**src/rtl/trfd_defines.svh**
```systemverilog
`ifndef TRFD_DEFINES_SVH
`define TRFD_DEFINES_SVH
// clock and timing
`define TRFD_CLK_HZ        20000000
`define TRFD_MEAS_US       9600
`define TRFD_MEAS_CYC      ((`TRFD_MEAS_US * (`TRFD_CLK_HZ / 1000000)))
`define TRFD_AVG_N         16
`define TRFD_AVG_SHIFT     4
// register reset values and codes
`define TRFD_FAN_RST       8'h00
`define TRFD_FAN_FULL      8'hff
`define TRFD_TEMP_RST      8'h00
// configuration fields
`define TRFD_CFG_CH2_BIT   7
`define TRFD_CFG_RST       8'h00
`endif

```
**src/rtl/trfd_pkg.sv**
```systemverilog
`default_nettype none
package trfd_pkg;
   typedef enum logic [1:0] {
      CH_LOCAL,
      CH_REMOTE1,
      CH_REMOTE2
   } trfd_chan_e;
   typedef logic signed [7:0] trfd_temp_t;
endpackage : trfd_pkg
`default_nettype wire

```
**src/rtl/trfd_avg.sv**
```systemverilog
`timescale 1ns/1ps
`default_nettype none
`include "trfd_defines.svh"
module trfd_avg (
   // clock and reset
   input  wire logic              mclk_i,
   input  wire logic              srst_i,
   // raw samples
   input  wire logic              clr_i,
   input  wire logic              smp_vld_i,
   input  wire logic signed [7:0] smp_i,
   // averaged result
   output logic                   done_o,
   output logic signed [7:0]      avg_o
);
   logic signed [11:0] acc_q;
   logic        [3:0]  cnt_q;
   logic signed [11:0] acc_d;
   logic               last_w;

   assign acc_d  = acc_q + 12'(smp_i);
   assign last_w = smp_vld_i && (cnt_q == 4'(`TRFD_AVG_N - 1));

   // sum of sixteen samples shifted by four: two's complement mean
   always_ff @(posedge mclk_i) begin
      if (srst_i || clr_i) begin
         acc_q  <= 12'h000;
         cnt_q  <= 4'h0;
         done_o <= 1'b0;
         avg_o  <= `TRFD_TEMP_RST;
      end else begin
         done_o <= last_w;
         if (smp_vld_i) begin
            cnt_q <= cnt_q + 4'h1;
            acc_q <= last_w ? 12'h000 : acc_d;
         end
         if (last_w) begin
            avg_o <= acc_d[11:`TRFD_AVG_SHIFT];
         end
      end
   end
endmodule : trfd_avg
`default_nettype wire

```
**src/rtl/trfd_top.sv**
```systemverilog
// What this block does
// - on-chip sensor result is delivered as 8-bit two's complement
// - one lsb per degree; -128 is 80h, 0 is 00h, +127 is 7fh
// - second remote channel measures only when config bit 7 is set
// - first remote channel always measures, regardless of configuration
// - each remote result is the mean of 16 raw measurement cycles
// - a full remote measurement with averaging takes nominally 9.6 ms
// - remote results use the same 8-bit two's complement code
// - fan speed code is 8-bit unsigned driving the dac, zero minimum
// - reset loads fan speed code with 00h
// - fan speed pin high at power-up enters nand tree test mode
// - separate fan gating output switches fan on only while the speed code is nonzero
// - overtemp line driven low as input forces ffh and negates gating
// - each completed result is written into its readable value register
`timescale 1ns/1ps
`default_nettype none
`include "trfd_defines.svh"
module trfd_top #(
   parameter int unsigned MEAS_CYC = `TRFD_MEAS_CYC
) (
   // clock and reset
   input  wire logic              mclk_i,
   input  wire logic              srst_i,
   // converter front end
   input  wire logic              adc_vld_i,
   input  wire logic signed [7:0] adc_data_i,
   output logic [1:0]             adc_chan_o,
   output logic                   adc_start_o,
   // register access from the serial bus engine
   input  wire logic              cfg_we_i,
   input  wire logic [7:0]        cfg_wdata_i,
   input  wire logic              fan_we_i,
   input  wire logic [7:0]        fan_wdata_i,
   output logic [7:0]             cfg_o,
   output logic [7:0]             fan_speed_code_o,
   output logic signed [7:0]      local_temp_o,
   output logic signed [7:0]      remote1_temp_o,
   output logic signed [7:0]      remote2_temp_o,
   // shared pins
   input  wire logic              overtemp_line_i,
   input  wire logic              general_logic_input_i,
   output logic                   general_logic_o,
   // fan drive
   input  wire logic              fan_pin_i,
   output logic [7:0]             fan_speed_out_o,
   output logic                   fan_gate_o,
   output logic                   tree_test_entry_o
);
   localparam int unsigned SMP_CYC = MEAS_CYC / `TRFD_AVG_N;

   typedef enum logic [1:0] {
      ST_START,
      ST_WAIT
   } trfd_st_e;

   trfd_st_e              st_q;
   trfd_pkg::trfd_chan_e  chan_q;
   trfd_pkg::trfd_chan_e  chan_nxt_w;
   logic [23:0]           tmr_q;
   logic [23:0]           meas_q;
   logic                  boot_q;
   logic                  ch2_en_w;
   logic                  remote_w;
   logic                  force_w;
   logic                  smp_w;
   logic                  avg_clr_w;
   logic                  avg_done_w;
   logic signed [7:0]     avg_w;
   logic                  local_done_w;

   assign ch2_en_w = cfg_o[`TRFD_CFG_CH2_BIT];
   // remote one is always in the rotation
   assign chan_nxt_w = (chan_q == trfd_pkg::CH_LOCAL) ? trfd_pkg::CH_REMOTE1 :
                       (chan_q == trfd_pkg::CH_REMOTE1 && ch2_en_w) ?
                        trfd_pkg::CH_REMOTE2 : trfd_pkg::CH_LOCAL;
   assign remote_w     = (chan_q != trfd_pkg::CH_LOCAL);
   // sample timer paces 16 sub-samples over 9.6 ms
   assign smp_w        = (st_q == ST_WAIT) && remote_w && adc_vld_i &&
                         (tmr_q >= 24'(SMP_CYC - 1));
   assign avg_clr_w    = (st_q == ST_START);
   assign local_done_w = (st_q == ST_WAIT) && !remote_w && adc_vld_i;
   // overtemp line is an input only in default mode
   assign force_w      = !ch2_en_w && !overtemp_line_i;

   trfd_avg u_avg (
      .mclk_i    (mclk_i),
      .srst_i    (srst_i),
      .clr_i     (avg_clr_w),
      .smp_vld_i (smp_w),
      .smp_i     (adc_data_i),
      .done_o    (avg_done_w),
      .avg_o     (avg_w)
   );

   // sequencer
   always_ff @(posedge mclk_i) begin
      if (srst_i) begin
         st_q        <= ST_START;
         chan_q      <= trfd_pkg::CH_LOCAL;
         tmr_q       <= 24'h000000;
         adc_start_o <= 1'b0;
         adc_chan_o  <= 2'h0;
      end else begin
         adc_start_o <= 1'b0;
         case (st_q)
            ST_START: begin
               adc_start_o <= 1'b1;
               adc_chan_o  <= chan_q;
               tmr_q       <= 24'h000000;
               st_q        <= ST_WAIT;
            end
            ST_WAIT: begin
               if (tmr_q < 24'(SMP_CYC - 1)) begin
                  tmr_q <= tmr_q + 24'h000001;
               end
               if (smp_w) begin
                  tmr_q       <= 24'h000000;
                  adc_start_o <= 1'b1;
               end
               if (local_done_w || avg_done_w) begin
                  chan_q <= chan_nxt_w;
                  st_q   <= ST_START;
               end
            end
            default: st_q <= ST_START;
         endcase
      end
   end

   // conversion length counter, watched by the timing
   always_ff @(posedge mclk_i) begin
      if (srst_i || st_q == ST_START) begin
         meas_q <= 24'h000000;
      end else if (meas_q < 24'(MEAS_CYC)) begin
         meas_q <= meas_q + 24'h000001;
      end
   end

   // value registers, whole-byte update only at completion
   always_ff @(posedge mclk_i) begin
      if (srst_i) begin
         local_temp_o   <= `TRFD_TEMP_RST;
         remote1_temp_o <= `TRFD_TEMP_RST;
         remote2_temp_o <= `TRFD_TEMP_RST;
      end else begin
         if (local_done_w) begin
            local_temp_o <= adc_data_i;
         end
         if (avg_done_w && chan_q == trfd_pkg::CH_REMOTE1) begin
            remote1_temp_o <= avg_w;
         end
         if (avg_done_w && chan_q == trfd_pkg::CH_REMOTE2) begin
            remote2_temp_o <= avg_w;
         end
      end
   end

   // configuration, fan code and fan outputs
   always_ff @(posedge mclk_i) begin
      if (srst_i) begin
         cfg_o             <= `TRFD_CFG_RST;
         fan_speed_code_o  <= `TRFD_FAN_RST;
         fan_speed_out_o   <= `TRFD_FAN_RST;
         fan_gate_o        <= 1'b0;
         general_logic_o   <= 1'b0;
         boot_q            <= 1'b1;
         tree_test_entry_o <= 1'b0;
      end else begin
         if (cfg_we_i) begin
            cfg_o <= cfg_wdata_i;
         end
         if (fan_we_i) begin
            fan_speed_code_o <= fan_wdata_i;
         end
         // forced full scale, otherwise the stored code
         fan_speed_out_o <= force_w ? `TRFD_FAN_FULL : fan_speed_code_o;
         // gate follows a nonzero code, negated while forced
         fan_gate_o      <= !force_w && (fan_speed_code_o != 8'h00);
         general_logic_o <= !ch2_en_w && general_logic_input_i;
         // pin sampled once after reset release
         boot_q <= 1'b0;
         if (boot_q) begin
            tree_test_entry_o <= fan_pin_i;
         end
      end
   end

   a_force_full: assert property (
      @(posedge mclk_i) disable iff (srst_i)
      force_w |=> fan_speed_out_o == `TRFD_FAN_FULL && !fan_gate_o)
      else $error("fan not forced to full scale");
   a_fan_follow: assert property (
      @(posedge mclk_i) disable iff (srst_i)
      !force_w |=> fan_speed_out_o == $past(fan_speed_code_o))
      else $error("fan output does not follow code");
   a_skip_ch2: assert property (
      @(posedge mclk_i) disable iff (srst_i)
      !ch2_en_w |-> chan_nxt_w != trfd_pkg::CH_REMOTE2)
      else $error("disabled remote two scheduled");
   a_local_load: assert property (
      @(posedge mclk_i) disable iff (srst_i)
      local_done_w |=> local_temp_o == $past(adc_data_i))
      else $error("local value not stored");
   a_atomic_hold: assert property (
      @(posedge mclk_i) disable iff (srst_i)
      !(avg_done_w && chan_q == trfd_pkg::CH_REMOTE1)
      |=> $stable(remote1_temp_o))
      else $error("remote one changed mid conversion");
   a_rr_next: assert property (
      @(posedge mclk_i) disable iff (srst_i)
      (local_done_w && chan_q == trfd_pkg::CH_LOCAL)
      |=> chan_q == trfd_pkg::CH_REMOTE1)
      else $error("remote one not after local");
   a_remote_avg: assert property (
      @(posedge mclk_i) disable iff (srst_i)
      avg_done_w |-> remote_w)
      else $error("average completed on local channel");
   a_gate_zero: assert property (
      @(posedge mclk_i) disable iff (srst_i)
      (fan_speed_code_o == 8'h00) |=> !fan_gate_o)
      else $error("gate on with zero code");
   a_gate_on: assert property (
      @(posedge mclk_i) disable iff (srst_i)
      (!force_w && fan_speed_code_o != 8'h00) |=> fan_gate_o)
      else $error("gate off with nonzero code");
   a_gl_mode: assert property (
      @(posedge mclk_i) disable iff (srst_i)
      ch2_en_w |=> !general_logic_o)
      else $error("logic input passed while remote two enabled");
   a_r2_load: assert property (
      @(posedge mclk_i) disable iff (srst_i)
      (avg_done_w && chan_q == trfd_pkg::CH_REMOTE2)
      |=> remote2_temp_o == $past(avg_w))
      else $error("remote two value not stored");
   a_meas_time: assert property (
      @(posedge mclk_i) disable iff (srst_i)
      avg_done_w |-> meas_q >= 24'(SMP_CYC * `TRFD_AVG_N))
      else $error("remote result before full measurement time");
endmodule : trfd_top
`default_nettype wire

```
**config.mk**
```make
export PLATFORM = sky130hd
export DESIGN_NAME = trfd_top
export DESIGN_NICKNAME = d
export VERILOG_FILES = /design/src/rtl/trfd_pkg.sv /design/src/rtl/trfd_avg.sv /design/src/rtl/trfd_top.sv
export VERILOG_INCLUDE_DIRS = /design/src /design/src/rtl
export SDC_FILE = /design/constraint.sdc
export NUM_CORES = 1
export LEC_CHECK = 0
export BUFFER_PORTS_ARGS = -buffer_cell sky130_fd_sc_hd__buf_2
export CORE_ASPECT_RATIO = 2
export CORE_UTILIZATION = 47
export CTS_BUF_LIST = sky130_fd_sc_hd__clkbuf_4
export CTS_CLUSTER_DIAMETER = 60
export CTS_CLUSTER_SIZE = 25
export DETAILED_ROUTE_END_ITERATION = 16
export HOLD_SLACK_MARGIN = 0.08
export PLACE_DENSITY_LB_ADDON = 0.12
export SLEW_MARGIN = 20
export SYNTH_ARGS = -nofsm -noshare
export SYNTH_HDL_FRONTEND = slang
export SYNTH_SLANG_ARGS = --single-unit
export TNS_END_PERCENT = 20
```
**constraint.sdc**
```tcl
create_clock -name mclk_i -period 4 [get_ports mclk_i]
set_input_delay 0.2 -clock mclk_i [delete_from_list [all_inputs] [get_ports mclk_i]]
set_output_delay 0.2 -clock mclk_i [all_outputs]
set_load 0.05 [all_outputs]
```
==> impl_metrics.py <==
metrics = {
    "global_routing": {
        "antenna_found_initial": 1,
        "grt_pass1_vias": 3546,
        "grt_first_pass_wirelength_microns": 16600,
        "overflow": 0,
        "grt_max_degree": 51,
        "grtUsageTotal_pct": 21.3,
    },
    "place": {
        "placement.io_buffers": 85,
        "gp_congestion": 0.837,
        "dp_slack_ns": 1.25,
        "hpwl_microns": 7410,
    },
    "logic_synthesis": {
        "syn_avg_cell_area_sq_um": 9.59,
        "synth_common_cells": "dfxtp_1 (107), nor2_1 (80), mux2i_1 (38)",
        "ys_types": 61,
        "synth_area_sq_um": 4440,
        "yosys.area.top_type": "dfxtp_1",
        "syn-instance-count": 463,
        "netlist.area_leader.share_pct": 48.2,
        "ys.flop_type": "dfxtp_1",
        "synth_nets": 509,
        "synth_most_common_cell": "dfxtp_1",
        "synth-seq-cells": 107,
        "netlist_top_cells_area": "dfxtp_1 (48%), mux2i_1 (8.6%), nor2_1 (6.8%), ha_1 (3.7%), a21oi_1 (2.9%)",
        "synth-edff-count": 0,
        "yosysSeqAreaShare_pct": 48.2,
        "synth_warnings": 0,
        "ys_async_sr_fraction_pct": 0,
    },
    "sta": {
        "setup_viol": 0,
        "maxSlewViolCount": 0,
        "hold_viol": 0,
        "rsz0062_at_grt": "false",
        "setup_slack_ns": 1.45,
        "period_share_pct": 63.6,
        "clock.fmax_ghz": 0.393,
        "hold_ws_ns": 0.139,
        "finalClockSkew_ns": 0.0148,
        "tightest_slew_ns": 0.895,
        "post-route-min-period_ns": 2.55,
        "setup_tns_ns": 0,
        "maxSlewHeadroom_pct": 40.0,
    },
    "setup_path": {
        "crit_fanout": 18,
        "required_ns": 4.41,
        "worstPathArrival_ns": 2.96,
        "critPathCapture": "u_avg.acc_q[0]",
        "regToRegEndpoint": "u_avg.acc_q[0]",
        "endpoint_kind": "flop",
        "reg2reg_from": "tmr_q[0]",
        "r2r_slack_ns": 1.45,
        "criticalPathCategory": "reg -> reg",
        "reg2reg_depth": 6,
        "crit_path_start_kind": "flop",
        "cp-startpoint": "tmr_q[0]",
    },
    "min_path": {
        "whs_path_depth": 4,
        "hold_path_class": "in -> reg",
    },
    "die": {
        "core-area_sq_um": 9070,
        "ios": 86,
        "core.rowCount": 49,
        "start_util_pct": 48.9,
        "die_x_microns": 70.7,
        "dieArea_sq_um": 9860,
        "die_h_microns": 139,
    },
    "clock_network": {
        "clockRootBuffer": "clkbuf_4",
        "clock_sinks": 107,
        "clockBufferDepth": 2,
        "cts_tree": "yes",
        "numCtsBuffers": 9,
        "cts.htree.levels": 3,
        "clk_pin_slew_worst_paths_ns": 0.15,
        "clkLatencyLatePin_ns": 0.46,
        "cts_resized": 0,
    },
    "finish": {
        "drive_above_1_share_pct": 20.4,
        "syn2layout_area_growth_pct": 20.3,
        "regArea_sq_um": 2140,
        "largest_register_ffs": 24,
        "top_register": "tmr_q",
        "reg.largest.list": "tmr_q: 24 flops, u_avg.acc_q: 12 flops",
        "multiInputGateArea_sq_um": 2190,
        "nets": 615,
        "fillers": 795,
    },
    "detailed_routing": {
        "wl_microns": 10100,
        "antenna_left": 0,
        "wl_per_cell_microns": 14.9,
        "drt-pass1-iter-count": 10,
        "vias_per_cell": 5.42,
        "vias": 3669,
        "drt_iter0_markers": 121,
        "drcViolationCount": 2,
    },
    "status": {
        "violations": "DRC",
        "status": "finished with violations",
    },
    "power_and_ir_drop": {
        "ir_drop_uv": 249,
        "p_leak_nw": 2.35,
        "cellPowerDensity_nw_per_um2": 353,
    },
    "job": {
        "cap_viol_max_count": 0,
    },
}
-- area by class of cell --
| cell class | instances | share of cell area [%] |
|---|---|---|
| Multi-Input combinational cell | 331 | 41.0 |
| Sequential cell | 107 | 40.1 |
| Timing Repair Buffer | 115 | 13.5 |
| Tap cell | 102 | 2.39 |
| Clock buffer | 11 | 1.55 |
| Clock inverter | 5 | 1.01 |
| Inverter | 5 | 0.351 |
| Antenna cell | 1 | 0.0469 |
-- per-layer routing --
| layer | up-vias | GRT usage [%] | part of all wire (%) |
|---|---|---|---|
| li1 | 1840 | - | - |
| met1 | 1718 | 21.7 | 38 |
| met2 | 93 | 39.8 | 55 |
| met3 | 18 | 4.34 | 3.5 |
| met4 | 0 | 10.5 | 3.3 |
| met5 | - | 0 | 0 |
-- cell families after synthesis --
group / synth area share, %
AO/OA/AOI/OAI: 13.0
XOR/XNOR: 4.09
adder cells (fa/ha/maj): 4.11
buffers and inverters: 2.68
flip-flops: 48.2
multiplexers: 8.82
AND/OR/NAND/NOR: 19.1
-- how the worst min path moves through the flow --
stage / start / end / slack [ns]
2_1_floorplan: srst_i / boot_q / 0.23
3_3_place_gp: fan_wdata_i[3] / fan_speed_code_o[3] / 0.43
3_5_place_dp: fan_wdata_i[5] / fan_speed_code_o[5] / 0.44
4_1_cts: overtemp_line_i / fan_speed_out_o[4] / 0.09
5_1_grt: adc_data_i[7] / local_temp_o[7] / 0.13
6_report: overtemp_line_i / fan_speed_out_o[4] / 0.14
-- what timing repair did --
item | in CTS | in global routing
hold endpoints to repair | 33 | 0
setup buffers | 0 | 0
hold buffers | 28 | 0
-- cell usage in the layout (no fill, tap or decap), types with 5 or more instances in the layout --
cell type / instances
nor3_1: 5
a211oi_1: 7
a31oi_1: 6
clkbuf_4: 11
nand2_1: 29
and2_1: 10
dfxtp_1: 107
xor2_1: 11
o21ai_0: 12
xnor2_1: 7
nand3_1: 20
mux2i_1: 38
a21oi_1: 26
inv_1: 5
nor2_1: 80
buf_2: 85
ha_1: 13
dlygate4sd3_1: 28
-- report_power, final --
group | internal (mW) | switching, mW | leakage [nW] | total (mW)
Clock | 0.202 | 0.336 | 0.0721 | 0.539
Combinational | 0.0801 | 0.158 | 1.41 | 0.238
Sequential | 1.09 | 0.0185 | 0.870 | 1.11
-- critical path: stages, from the launching register on --
cell	delay, ns
dfxtp_1	0.36
ha_1	0.27
a41o_1	0.26
a31oi_1	0.25
o2111ai_2	0.41
a21oi_2	0.70
a22o_1	0.24
-- metrics by stage --
stage	instance area, sq um	utilization (%)	power [mW]	std cells
detailed placement	4910	54.2	1.35	632
finish	5340	58.9	1.89	677
global placement	4910	54.2	1.35	632
floorplan	4440	-	1.29	463
CTS	5330	58.8	1.91	676
global route	5340	58.9	1.97	677
Note: power is estimated with default switching activity, not from simulation.
